### src/rtl/dlv_pkg.sv
// shared constants for the drive-level port block
package dlv_pkg;
  // ==========================================
  // register byte offsets
  localparam logic [7:0] DLV_DRIVE_LEVEL_OFFS = 8'h10;
  localparam logic [7:0] DLV_CLEAR_OFFS = 8'h14;
  localparam logic [7:0] DLV_SET_OFFS = 8'h18;
  localparam logic [7:0] DLV_TOGGLE_OFFS = 8'h1c;
  localparam logic [7:0] DLV_DIR_OFFS = 8'h00;
  localparam logic [7:0] DLV_PULL_OFFS = 8'h04;
  localparam logic [7:0] DLV_PROT_OFFS = 8'h08;
  // ==========================================
  // reset values and bus answers
  localparam logic [31:0] DLV_DRIVE_LEVEL_RST = 32'h0000_0000;
  localparam logic [31:0] DLV_DIR_RST = 32'h0000_0000;
  localparam logic [31:0] DLV_PULL_RST = 32'h0000_0000;
  localparam logic [1:0] DLV_RESP_OKAY = 2'h0;
  localparam logic [1:0] DLV_RESP_SLVERR = 2'h2;
  localparam int DLV_PROT_BIT = 0;
  // ==========================================
  // drive-level write operations, direct and alias
  typedef enum logic [1:0] {
    DLV_OP_WRITE,
    DLV_OP_CLEAR,
    DLV_OP_SET,
    DLV_OP_TOGGLE
  } dlv_op_e;
endpackage

### src/rtl/dlv_wr_if.sv
// carrier between the bus slave and the drive-level logic
`timescale 1ns/1ps
interface dlv_wr_if;
  logic wr_en;
  logic [7:0] wr_addr;
  logic [31:0] wr_data;
  logic [3:0] wr_strb;
  logic wr_ok;
  modport slave (output wr_en, output wr_addr, output wr_data, output wr_strb, input wr_ok);
  modport regs (input wr_en, input wr_addr, input wr_data, input wr_strb, output wr_ok);
endinterface

### src/rtl/dlv_axi_slave.sv
// axi4-lite slave front end, write channels only
`timescale 1ns/1ps
module dlv_axi_slave
  import dlv_pkg::*;
(
  input wire logic sys_clk_i,
  input wire logic srst_i,
  input wire logic [7:0] awaddr_i,
  input wire logic awvalid_i,
  output logic awready_o,
  input wire logic [31:0] wdata_i,
  input wire logic [3:0] wstrb_i,
  input wire logic wvalid_i,
  output logic wready_o,
  output logic [1:0] bresp_o,
  output logic bvalid_o,
  input wire logic bready_i,
  dlv_wr_if.slave wr
);
  logic aw_held_reg;
  logic w_held_reg;
  logic [7:0] awaddr_reg;
  logic [31:0] wdata_reg;
  logic [3:0] wstrb_reg;
  logic fire;

  assign awready_o = !aw_held_reg && !bvalid_o;
  assign wready_o = !w_held_reg && !bvalid_o;
  assign fire = aw_held_reg && w_held_reg && !bvalid_o;
  assign wr.wr_en = fire;
  assign wr.wr_addr = awaddr_reg;
  assign wr.wr_data = wdata_reg;
  assign wr.wr_strb = wstrb_reg;

  // ==========================================
  // address and data capture, either order
  always_ff @(posedge sys_clk_i) begin
    if (srst_i) begin
      aw_held_reg <= 1'b0;
      w_held_reg <= 1'b0;
      awaddr_reg <= 8'h00;
      wdata_reg <= 32'h0000_0000;
      wstrb_reg <= 4'h0;
    end else begin
      if (awvalid_i && awready_o) begin
        aw_held_reg <= 1'b1;
        awaddr_reg <= awaddr_i;
      end else if (fire) begin
        aw_held_reg <= 1'b0;
      end
      if (wvalid_i && wready_o) begin
        w_held_reg <= 1'b1;
        wdata_reg <= wdata_i;
        wstrb_reg <= wstrb_i;
      end else if (fire) begin
        w_held_reg <= 1'b0;
      end
    end
  end

  // ==========================================
  // write response
  always_ff @(posedge sys_clk_i) begin
    if (srst_i) begin
      bvalid_o <= 1'b0;
      bresp_o <= DLV_RESP_OKAY;
    end else if (fire) begin
      bvalid_o <= 1'b1;
      bresp_o <= wr.wr_ok ? DLV_RESP_OKAY : DLV_RESP_SLVERR;
    end else if (bready_i) begin
      bvalid_o <= 1'b0;
    end
  end
endmodule // dlv_axi_slave

### src/rtl/dlv_port_out.sv
// drive-level register with clear, set and toggle aliases
// What this block does
// - output pins drive low on level bit 0, high on 1
// - pulled input pins get pull-down on level 0, pull-up on 1
// - clear alias write clears every level bit written as 1
// - set alias write sets every level bit written as 1
// - toggle alias write inverts every level bit written as 1
// - alias bits written as 0 leave level bits unchanged
// - level register and all three aliases read the current level
// - one alias write updates all selected bits at once
// - direction bit 1 means output, 0 means input
`timescale 1ns/1ps
module dlv_port_out
  import dlv_pkg::*;
#(
  parameter int PINS = 32
) (
  input wire logic sys_clk_i,
  input wire logic srst_i,
  input wire logic [7:0] s_axi_awaddr_i,
  input wire logic s_axi_awvalid_i,
  output logic s_axi_awready_o,
  input wire logic [31:0] s_axi_wdata_i,
  input wire logic [3:0] s_axi_wstrb_i,
  input wire logic s_axi_wvalid_i,
  output logic s_axi_wready_o,
  output logic [1:0] s_axi_bresp_o,
  output logic s_axi_bvalid_o,
  input wire logic s_axi_bready_i,
  input wire logic [7:0] s_axi_araddr_i,
  input wire logic s_axi_arvalid_i,
  output logic s_axi_arready_o,
  output logic [31:0] s_axi_rdata_o,
  output logic [1:0] s_axi_rresp_o,
  output logic s_axi_rvalid_o,
  input wire logic s_axi_rready_i,
  output logic [PINS-1:0] pin_o,
  output logic [PINS-1:0] pin_oe_o,
  output logic [PINS-1:0] pull_up_o,
  output logic [PINS-1:0] pull_down_o
);
  if (PINS < 1 || PINS > 32) begin : g_pins_check
    $error("PINS must be 1 to 32");
  end

  dlv_wr_if wr ();

  logic [PINS-1:0] drive_level_reg;
  logic [PINS-1:0] drive_level_next;
  logic [PINS-1:0] direction_reg;
  logic [PINS-1:0] pull_enable_reg;
  logic protect_reg;
  logic [31:0] wmask;
  logic [PINS-1:0] wbits;
  logic level_hit;
  dlv_op_e op;

  dlv_axi_slave u_slave (
    .sys_clk_i(sys_clk_i),
    .srst_i(srst_i),
    .awaddr_i(s_axi_awaddr_i),
    .awvalid_i(s_axi_awvalid_i),
    .awready_o(s_axi_awready_o),
    .wdata_i(s_axi_wdata_i),
    .wstrb_i(s_axi_wstrb_i),
    .wvalid_i(s_axi_wvalid_i),
    .wready_o(s_axi_wready_o),
    .bresp_o(s_axi_bresp_o),
    .bvalid_o(s_axi_bvalid_o),
    .bready_i(s_axi_bready_i),
    .wr(wr.slave)
  );

  // ==========================================
  // write decode
  function automatic logic [31:0] strb_mask(input logic [3:0] strb);
    strb_mask = {{8{strb[3]}}, {8{strb[2]}}, {8{strb[1]}}, {8{strb[0]}}};
  endfunction

  function automatic logic is_level(input logic [7:0] a);
    is_level = (a == DLV_DRIVE_LEVEL_OFFS) || (a == DLV_CLEAR_OFFS) ||
      (a == DLV_SET_OFFS) || (a == DLV_TOGGLE_OFFS);
  endfunction

  function automatic logic is_mapped(input logic [7:0] a);
    is_mapped = is_level(a) || (a == DLV_DIR_OFFS) || (a == DLV_PULL_OFFS) || (a == DLV_PROT_OFFS);
  endfunction

  assign wmask = strb_mask(wr.wr_strb);
  assign wbits = PINS'(wr.wr_data & wmask);
  assign level_hit = wr.wr_en && is_level(wr.wr_addr);
  assign wr.wr_ok = is_mapped(wr.wr_addr) && !(protect_reg && is_level(wr.wr_addr));

  always_comb begin
    case (wr.wr_addr)
      DLV_CLEAR_OFFS: op = DLV_OP_CLEAR;
      DLV_SET_OFFS: op = DLV_OP_SET;
      DLV_TOGGLE_OFFS: op = DLV_OP_TOGGLE;
      default: op = DLV_OP_WRITE;
    endcase
  end

  // ==========================================
  // drive-level next value
  always_comb begin
    drive_level_next = drive_level_reg;
    if (level_hit && !protect_reg) begin
      case (op)
        DLV_OP_CLEAR: drive_level_next = drive_level_reg & ~wbits;
        DLV_OP_SET: drive_level_next = drive_level_reg | wbits;
        DLV_OP_TOGGLE: drive_level_next = drive_level_reg ^ wbits;
        default: drive_level_next = (drive_level_reg & ~PINS'(wmask)) | wbits;
      endcase
    end
  end

  always_ff @(posedge sys_clk_i) begin
    if (srst_i) begin
      drive_level_reg <= DLV_DRIVE_LEVEL_RST[PINS-1:0];
    end else begin
      drive_level_reg <= drive_level_next;
    end
  end

  // ==========================================
  // direction, pull enable and protection
  always_ff @(posedge sys_clk_i) begin
    if (srst_i) begin
      direction_reg <= DLV_DIR_RST[PINS-1:0];
      pull_enable_reg <= DLV_PULL_RST[PINS-1:0];
      protect_reg <= 1'b0;
    end else if (wr.wr_en) begin
      if (wr.wr_addr == DLV_DIR_OFFS) begin
        direction_reg <= (direction_reg & ~PINS'(wmask)) | wbits;
      end
      if (wr.wr_addr == DLV_PULL_OFFS) begin
        pull_enable_reg <= (pull_enable_reg & ~PINS'(wmask)) | wbits;
      end
      if (wr.wr_addr == DLV_PROT_OFFS && wr.wr_strb[0]) begin
        protect_reg <= wr.wr_data[DLV_PROT_BIT];
      end
    end
  end

  // ==========================================
  // pin drivers
  always_ff @(posedge sys_clk_i) begin
    if (srst_i) begin
      pin_o <= '0;
      pin_oe_o <= '0;
      pull_up_o <= '0;
      pull_down_o <= '0;
    end else begin
      pin_o <= drive_level_next & direction_reg;
      pin_oe_o <= direction_reg;
      pull_up_o <= ~direction_reg & pull_enable_reg & drive_level_next;
      pull_down_o <= ~direction_reg & pull_enable_reg & ~drive_level_next;
    end
  end

  // ==========================================
  // read channel
  assign s_axi_arready_o = !s_axi_rvalid_o;

  always_ff @(posedge sys_clk_i) begin
    if (srst_i) begin
      s_axi_rvalid_o <= 1'b0;
      s_axi_rdata_o <= 32'h0000_0000;
      s_axi_rresp_o <= DLV_RESP_OKAY;
    end else if (s_axi_arvalid_i && s_axi_arready_o) begin
      s_axi_rvalid_o <= 1'b1;
      s_axi_rresp_o <= is_mapped(s_axi_araddr_i) ? DLV_RESP_OKAY : DLV_RESP_SLVERR;
      if (is_level(s_axi_araddr_i)) begin
        s_axi_rdata_o <= 32'(drive_level_reg);
      end else if (s_axi_araddr_i == DLV_DIR_OFFS) begin
        s_axi_rdata_o <= 32'(direction_reg);
      end else if (s_axi_araddr_i == DLV_PULL_OFFS) begin
        s_axi_rdata_o <= 32'(pull_enable_reg);
      end else if (s_axi_araddr_i == DLV_PROT_OFFS) begin
        s_axi_rdata_o <= 32'(protect_reg);
      end else begin
        s_axi_rdata_o <= 32'h0000_0000;
      end
    end else if (s_axi_rready_i) begin
      s_axi_rvalid_o <= 1'b0;
    end
  end
endmodule // dlv_port_out

### config.mk
export PLATFORM = sky130hd
export DESIGN_NAME = dlv_port_out
export DESIGN_NICKNAME = d
export VERILOG_FILES = /design/src/rtl/dlv_pkg.sv /design/src/rtl/dlv_wr_if.sv /design/src/rtl/dlv_axi_slave.sv /design/src/rtl/dlv_port_out.sv
export SDC_FILE = /design/constraint.sdc
export NUM_CORES = 1
export LEC_CHECK = 0
export BUFFER_PORTS_ARGS = -buffer_cell sky130_fd_sc_hd__buf_4
export CORE_ASPECT_RATIO = 1.75
export CORE_MARGIN = 8
export CORE_UTILIZATION = 30
export CTS_CLUSTER_SIZE = 20
export DETAILED_ROUTE_END_ITERATION = 7
export HOLD_SLACK_MARGIN = 0.08
export PLACE_DENSITY = 0.57
export SETUP_SLACK_MARGIN = 0.05
export SLEW_MARGIN = 10
export SYNTH_ARGS = -nofsm -noshare
export SYNTH_HDL_FRONTEND = slang
export SYNTH_HIERARCHICAL = 1
export SYNTH_SLANG_ARGS = --single-unit
export TNS_END_PERCENT = 50
### constraint.sdc
create_clock -name sys_clk_i -period 2.3 [get_ports sys_clk_i]
set_input_delay 0.23 -clock sys_clk_i [delete_from_list [all_inputs] [get_ports sys_clk_i]]
set_output_delay 0.23 -clock sys_clk_i [all_outputs]
set_load 0.005 [all_outputs]
==> results of run 1 <==
-- layout make-up --
type / instances / area, sq um / share of cell area, %
Timing Repair Buffer: 329 / 2700 / 16.5
Inverter: 7 / 26.3 / 0.161
Sequential cell: 307 / 6150 / 37.6
Multi-Input combinational cell: 931 / 5780 / 35.3
Antenna cell: 2 / 5.00 / 0.0306
Clock inverter: 15 / 163 / 0.994
Tap cell: 550 / 688 / 4.21
Clock buffer: 39 / 845 / 5.16
-- worst max-delay path: cells and delay by family, from the launching register on --
kind	cells	cell delay, ns
flip-flops	1	0.62
AO/OA/AOI/OAI	2	0.98
AND/OR/NAND/NOR	2	0.34
-- Yosys cell counts, types with 2 or more instances --
library cell    n
a211oi_1        7
a21oi_1        67
a221oi_1       31
a22o_1         30
a22oi_1        27
a31oi_1        10
and2_1         20
and3_1         32
and3b_1         3
and4bb_2        2
buf_1           9
buf_2          13
buf_4           5
buf_6           6
clkbuf_1       58
conb_1          2
dfxtp_1       307
ha_1           32
inv_1           7
mux2i_1        66
nand2_1       158
nand2b_1       25
nand3_1         2
nand3b_1       19
nand4_1         3
nand4b_1        5
nand4bb_1       2
nor2_1        176
nor2_2         40
nor2b_1        67
nor3_1         40
nor3b_1         2
nor4_1          3
nor4_4          5
nor4bb_1        4
o2111ai_1       2
o211ai_1        6
o21ai_0         4
o21ba_2         2
o311a_1         2
o311ai_0        2
o31ai_1        18
or2_2           2
-- timing repair --
action,in CTS,in global routing
endpoints found under the hold margin,48,0
hold buffers,50,0
endpoints found under the setup margin,0,1
setup buffers,0,1
-- layer usage --
metal	vias up	global-route usage, %	share of wire, %
met3	82	3.25	6.0
met1	5082	18.0	39
met4	0	8.46	4.5
met2	339	29.9	51
li1	5159	-	-
met5	-	0	0
-- logic make-up (layout without fill, tap and decap cells) --
group / Yosys count / in the layout / share of synthesized area, %
AND/OR/NAND/NOR: 618 / 618 / 25.7
AO/OA/AOI/OAI: 213 / 213 / 12.2
flip-flops: 307 / 307 / 49.8
buffers and inverters: 98 / 390 / 3.63
other: 2 / 4 / 0.0609
multiplexers: 66 / 66 / 5.35
adder cells (fa/ha/maj): 32 / 32 / 3.25
-- per-stage QoR --
stage               hold slack, ns  power (mW)  cells
finish                       0.114        11.5   2180
global route                 0.104        12.0   2180
CTS                         0.0903        11.7   2177
detailed placement           0.423        6.56   2073
global placement             0.418        6.55   2073
floorplan                    0.329        6.13   1336
-- cells in the final DEF, fill, tap and decap left out, types with 4 or more instances in the layout --
master,netlist,routed
a31oi_1,10,10
nor2_1,176,175
a22o_1,30,30
nand3b_1,19,19
buf_4,5,270
clkbuf_8,0,7
nor4bb_1,4,4
nand2b_1,25,25
a221oi_1,31,31
ha_1,32,32
mux2i_1,66,66
nor3_1,40,39
o31ai_1,18,18
buf_12,0,8
a22oi_1,27,27
nand4b_1,5,5
o211ai_1,6,6
inv_1,7,7
dlygate4sd3_1,0,50
a211oi_1,7,7
o21ai_0,4,4
and2_1,20,20
and3_1,32,31
clkinv_2,0,6
nor2b_1,67,66
dfxtp_1,307,305
nand2_1,158,157
nor4_4,5,6
a21oi_1,67,67
nor2_2,40,40
clkbuf_16,0,30
-- worst paths after layout --
check / slack (ns) / depth (start not counted) / to / startpoint
worst max-delay path: 0.26 / 4 / pull_down_o[13] / u_slave/wr.wr_addr[3]
worst min-delay path: 0.11 / 4 / u_slave/wr.wr_data[27] / s_axi_wvalid_i
worst max register to register: 0.26 / 4 / pull_down_o[13] / u_slave/wr.wr_addr[3]
worst min register to register: 0.46 / 2 / pull_up_o[11] / register
-- power by group --
group | switching (mW) | total, mW | internal [mW]
sequential | 0.118 | 5.53 | 5.41
combinational | 0.562 | 0.976 | 0.414
clock | 2.20 | 5.03 | 2.83
total | 2.88 | 11.5 | 8.66
==> metrics.csv, run 1 <==
stage,metric,value,unit
power,peakVddDrop,0.479,mV
worst_setup_path,crit_slowest_cell,o211ai_1,
worst_setup_path,path_max_fanout,45,
finish,drive_above_1_share,24.2,%
flow_run,cap_violations,0,
sta,setup_violations,0,
die,core_area,0.0407,sq mm
clocking,cts_tree,done,
synth,synth_flop_cell,dfxtp_1,
die,die_w,169,microns
sta,fin_ws,0.257,ns
die,num_io_pins,228,
placed_design,dp_slack,0.120,ns
power,p_per_area,706,mW/mm^2
synth,synth-seq-cells,307,
sta,min_period_over_period,88.8,%
sta,grt_setup_unrepaired,no,
worst_setup_path,cp.arrival,2.51,ns
placed_design,hpwl,28.7,mm
clocking,clockBufferDepth,3,
power,leakagePower,6.58,nW
sta,tns,0,ns
die,initial_core_util,30.3,%
global_routing,grt_overflow,0,
finish,design_area,0.0164,sq mm
route,avgViaCountPerCell,4.89,
global_routing,antenna_found_initial,3,
min_path,hold_class,input pin to register,
worst_setup_path,cpPeakStageDelay,0.65,ns
synth,yosysTopAreaCell,dfxtp_1,
finish,fillers,4111,
sta,worst_pin_slew,0.794,ns
sta,maxSlewHeadroom,46.8,%
finish,nets,1697,
die,chipHeight,284,microns
clocking,ctsResizeCount,0,
route,vias,10700,
die,fp-row-count,98,
route,routedWlPerCell,18.7,microns
die,dieArea,0.0481,sq mm
clocking,numCtsBuffers,30,
synth,synth_edf_count,0,
synth,ys_seq_area_share,49.8,%
synth,synthCells,1336,
sta,skew,0.0308,ns
synth,syn-num-nets,1427,
sta,max_freq,489,MHz
synth,yosysTopAreaCellShare,49.8,%
synth,ys_types,56,
worst_setup_path,worstSetupPathType,register to register,
worst_setup_path,worstSetupEndpointType,register,
route,routed_wl,40.8,mm
sta,report.final.slew_viol_count,0,
clocking,cts.sinks,307,
global_routing,grtUsageTotal,16.6,%
worst_setup_path,path_cells,nor2b_1 -> o211ai_1 -> a22oi_1 -> and3_1,
global_routing,grt_start_max_net_pins,59,
synth,synth_area,0.0123,sq mm
placed_design,post_dp_cell_area,0.0148,sq mm
route,detail_route.first_pass.iterations,6,
worst_setup_path,startpoint_type,register,
route,drc,0,
synth,async_reset_ff_share,0,%
status,outcome,"complete, no violations",
synth,synth.top_cells.by_area,"dfxtp_1 (50%), mux2i_1 (5.4%), nor2_1 (5.4%)",
clocking,cts_root_buf,clkbuf_16,
clocking,htree_levels,1,
route,ant_nets,0,
placed_design,gp_congestion,0.796,
synth,postSynthAreaPerCell,9.24,sq um
sta,finalHoldViolCount,0,
finish,area_growth,32.6,%
synth,ys.warnings.count,6,
placed_design,io_buffers,225,
route,drt_iter0_drc,486,
global_routing,grt_first_pass_wirelength,63.0,mm
worst_setup_path,crit_required,2.77,ns
finish,utilization,40.2,%
clocking,worst_skew_pair.late_latency,0.58,ns
clocking,clkTransAtPathRegs,0.06,ns
global_routing,first_global_vias,10900,
sta,post-route-min-period,2.04,ns
(Power assumes the default switching activity.)
==> run 2: changes to the inputs <==
--- a/config.mk
+++ b/config.mk
@@ -12,6 +12,7 @@
 export CTS_CLUSTER_SIZE = 20
 export DETAILED_ROUTE_END_ITERATION = 7
 export HOLD_SLACK_MARGIN = 0.08
+export MAX_ROUTING_LAYER = met4
 export PLACE_DENSITY = 0.57
 export SETUP_SLACK_MARGIN = 0.05
 export SLEW_MARGIN = 10
==> run 2 against run 1 <==
Flip-flop and latch count unchanged. Die area unchanged. Global-route usage up 0.48 points. Non-clock buffer count unchanged. Worst setup slack worse by 0.020 ns. Register-to-register slack worse by 0.02 ns. Clock power about the same. Critical path depth unchanged. Highest routed layer unchanged. Utilization unchanged. Critical path type unchanged. Sequential share of layout area unchanged. Via count down 0.71%. Largest power group unchanged. Cell area unchanged. Critical endpoint unchanged.
==> metrics.csv, run 2 (synthesized netlist as in run 1, its figures left out) <==
stage,metric,value,unit,change
finish,nets,1697,,unchanged
sta,tns,0,ns,unchanged
finish,final_cell_mix,"dfxtp_1 (305), buf_4 (270), nor2_1 (175)",,
global_routing,grt_first_pass_wirelength,63.0,mm,about the same
worst_setup_path,cpPeakStageDelay,0.67,ns,+0.02 ns
flow_run,cap_violations,0,,unchanged
route,drc,0,,unchanged
finish,layout.cells.non_filler,2180,,unchanged
clocking,numCtsBuffers,30,,unchanged
placed_design,io_buffers,225,,unchanged
power,leakagePower,6.58,nW,unchanged
worst_setup_path,critical_path.top_delay_family,compound AO/OA/AOI/OAI gates,,
placed_design,gp_congestion,0.804,,+1.0%
power,clkPwrFrac,43.6,%,about the same
power,peakVddDrop,0.479,mV,about the same
sta,finalHoldViolCount,0,,unchanged
route,detail_route.first_pass.iterations,7,,+1
worst_setup_path,crit_slowest_cell,o211ai_1,,
global_routing,grtUsageTotal,17.1,%,+0.48 points
min_path,min_from,s_axi_wvalid_i,,
clocking,clockBufferDepth,3,,unchanged
clocking,cts.sinks,307,,unchanged
power,power.share.switching,25.0,%,about the same
power,intPower,8.66,mW,about the same
finish,area_growth,32.6,%,unchanged
status,outcome,"complete, no violations",,
sta,report.final.slew_viol_count,0,,unchanged
finish,final_common_cell,dfxtp_1,,
power,switchingPower,2.88,mW,about the same
route,ant_nets,0,,unchanged
power,p_per_area,706,mW/mm^2,about the same
die,initial_core_util,30.3,%,unchanged
min_path,hold_class,input pin to register,,
route,routedWlPerCell,18.7,microns,+0.12%
clocking,worst_skew_pair.late_latency,0.58,ns,about the same
clocking,clkTransAtPathRegs,0.06,ns,about the same
worst_setup_path,path_max_fanout,45,,unchanged
placed_design,dp_cells,2073,,unchanged
global_routing,antenna_found_initial,3,,unchanged
sta,min_period_over_period,89.7,%,+0.85 points
clocking,htree_levels,1,,unchanged
die,dieArea,0.0481,sq mm,unchanged
sta,setup_violations,0,,unchanged
global_routing,grt_overflow,0,,unchanged
die,die_w,169,microns,unchanged
worst_setup_path,worstRegToRegCells,4,,unchanged
global_routing,grt_start_max_net_pins,59,,unchanged
worst_setup_path,critical_path_cell_count,4,,unchanged
route,avgViaCountPerCell,4.86,,-0.71%
route,routed_wl,40.9,mm,+0.12%
sta,max_freq,485,MHz,-0.95%
global_routing,first_global_vias,10900,,-0.12%
sta,worst_pin_slew,0.817,ns,+0.0235 ns
worst_setup_path,reg2reg_slack,0.24,ns,-0.02 ns
placed_design,hpwl,28.7,mm,unchanged
finish,utilization,40.2,%,unchanged
worst_setup_path,r2r-start,u_slave/wr.wr_addr[3],,
route,vias,10600,,-0.71%
sta,post-route-min-period,2.06,ns,+0.0196 ns
worst_setup_path,path_cells,nor2b_1 -> o211ai_1 -> a22oi_1 -> and3_1,,
sta,hold_slack,0.118,ns,+0.00386 ns
route,drt_iter0_drc,506,,+4.1%
worst_setup_path,crit_required,2.77,ns,about the same
clocking,ctsResizeCount,0,,unchanged
sta,skew,0.0293,ns,-0.00148 ns
worst_setup_path,endpoint,pull_down_o[13],,
clocking,cts_root_buf,clkbuf_16,,
power,p_seq_share,47.9,%,about the same
die,num_io_pins,228,,unchanged
power,combPwrFrac,8.5,%,about the same
worst_setup_path,worstSetupEndpointType,register,,
die,core_area,0.0407,sq mm,unchanged
finish,drive_above_1_share,24.2,%,unchanged
sta,grt_setup_unrepaired,no,,
die,fp-row-count,98,,unchanged
die,chipHeight,284,microns,unchanged
clocking,cts_tree,done,,
worst_setup_path,cp.arrival,2.53,ns,+0.02 ns
worst_setup_path,r2r_end,pull_down_o[13],,
sta,maxSlewHeadroom,45.3,%,-1.6 points
worst_setup_path,startpoint_type,register,,
worst_setup_path,worstSetupPathType,register to register,,
worst_setup_path,critPathLaunch,u_slave/wr.wr_addr[3],,
worst_setup_path,path_buf_inv,0,,unchanged
## run 2: layout make-up
| type | count | area [sq um] |
|---|---|---|
| Clock buffer | 39 | 845 |
| Clock inverter | 15 | 163 |
| Fill cell | 4111 | 24400 |
| Timing Repair Buffer | 329 | 2700 |
| Multi-Input combinational cell | 931 | 5780 |
| Inverter | 7 | 26.3 |
| Antenna cell | 2 | 5.00 |
| Sequential cell | 307 | 6150 |
| Tap cell | 550 | 688 |
## run 2: worst min-delay path by stage
stage | end | slack (ns) | depth (start not counted)
2_1_floorplan | s_axi_rvalid_o | 0.33 | 1
3_3_place_gp | s_axi_rvalid_o | 0.42 | 2
3_5_place_dp | s_axi_rvalid_o | 0.42 | 2
4_1_cts | u_slave/wr.wr_data[27] | 0.09 | 4
5_1_grt | u_slave/wr.wr_data[27] | 0.10 | 4
6_report | u_slave/wr.wr_data[27] | 0.12 | 4
## run 2: worst reg2reg max path: stages, from the launching register on
cell,delay (ns)
dfxtp_4,0.63
nor2b_1,0.09
o211ai_1,0.67
a22oi_1,0.33
and3_1,0.25
## run 2: layer usage
| layer | routed length [microns] | GRT usage (%) | vias up |
|---|---|---|---|
| li1 | - | - | 5156 |
| met1 | 16000 | 18.3 | 5023 |
| met2 | 20800 | 29.9 | 325 |
| met3 | 2260 | 2.92 | 82 |
| met4 | 1760 | 8.46 | 0 |
| met5 | 0 | - | - |
## run 2: repair_timing
item	CTS	global route
buffers inserted	0	1
setup endpoints to repair	0	1
endpoints found under the hold margin	48	0
hold buffers	50	0
## run 2: stage by stage
stage               power [mW]  cell area (sq um)  setup WS, ns
floorplan                 6.13              12300         0.218
global placement          6.55              14800         0.157
detailed placement        6.56              14800         0.120
CTS                       11.7              16300        0.0860
global route              12.0              16400         0.144
finish                    11.5              16400         0.237
## run 2: power by group through the flow
stage	registers, mW	clock network [mW]	logic, mW
2_1_floorplan	5.61	0	0.525
3_3_place_gp	5.65	0	0.899
3_5_place_dp	5.65	0	0.911
4_1_cts	5.53	5.16	0.987
5_1_grt	5.55	5.39	1.07
6_report	5.53	5.04	0.976
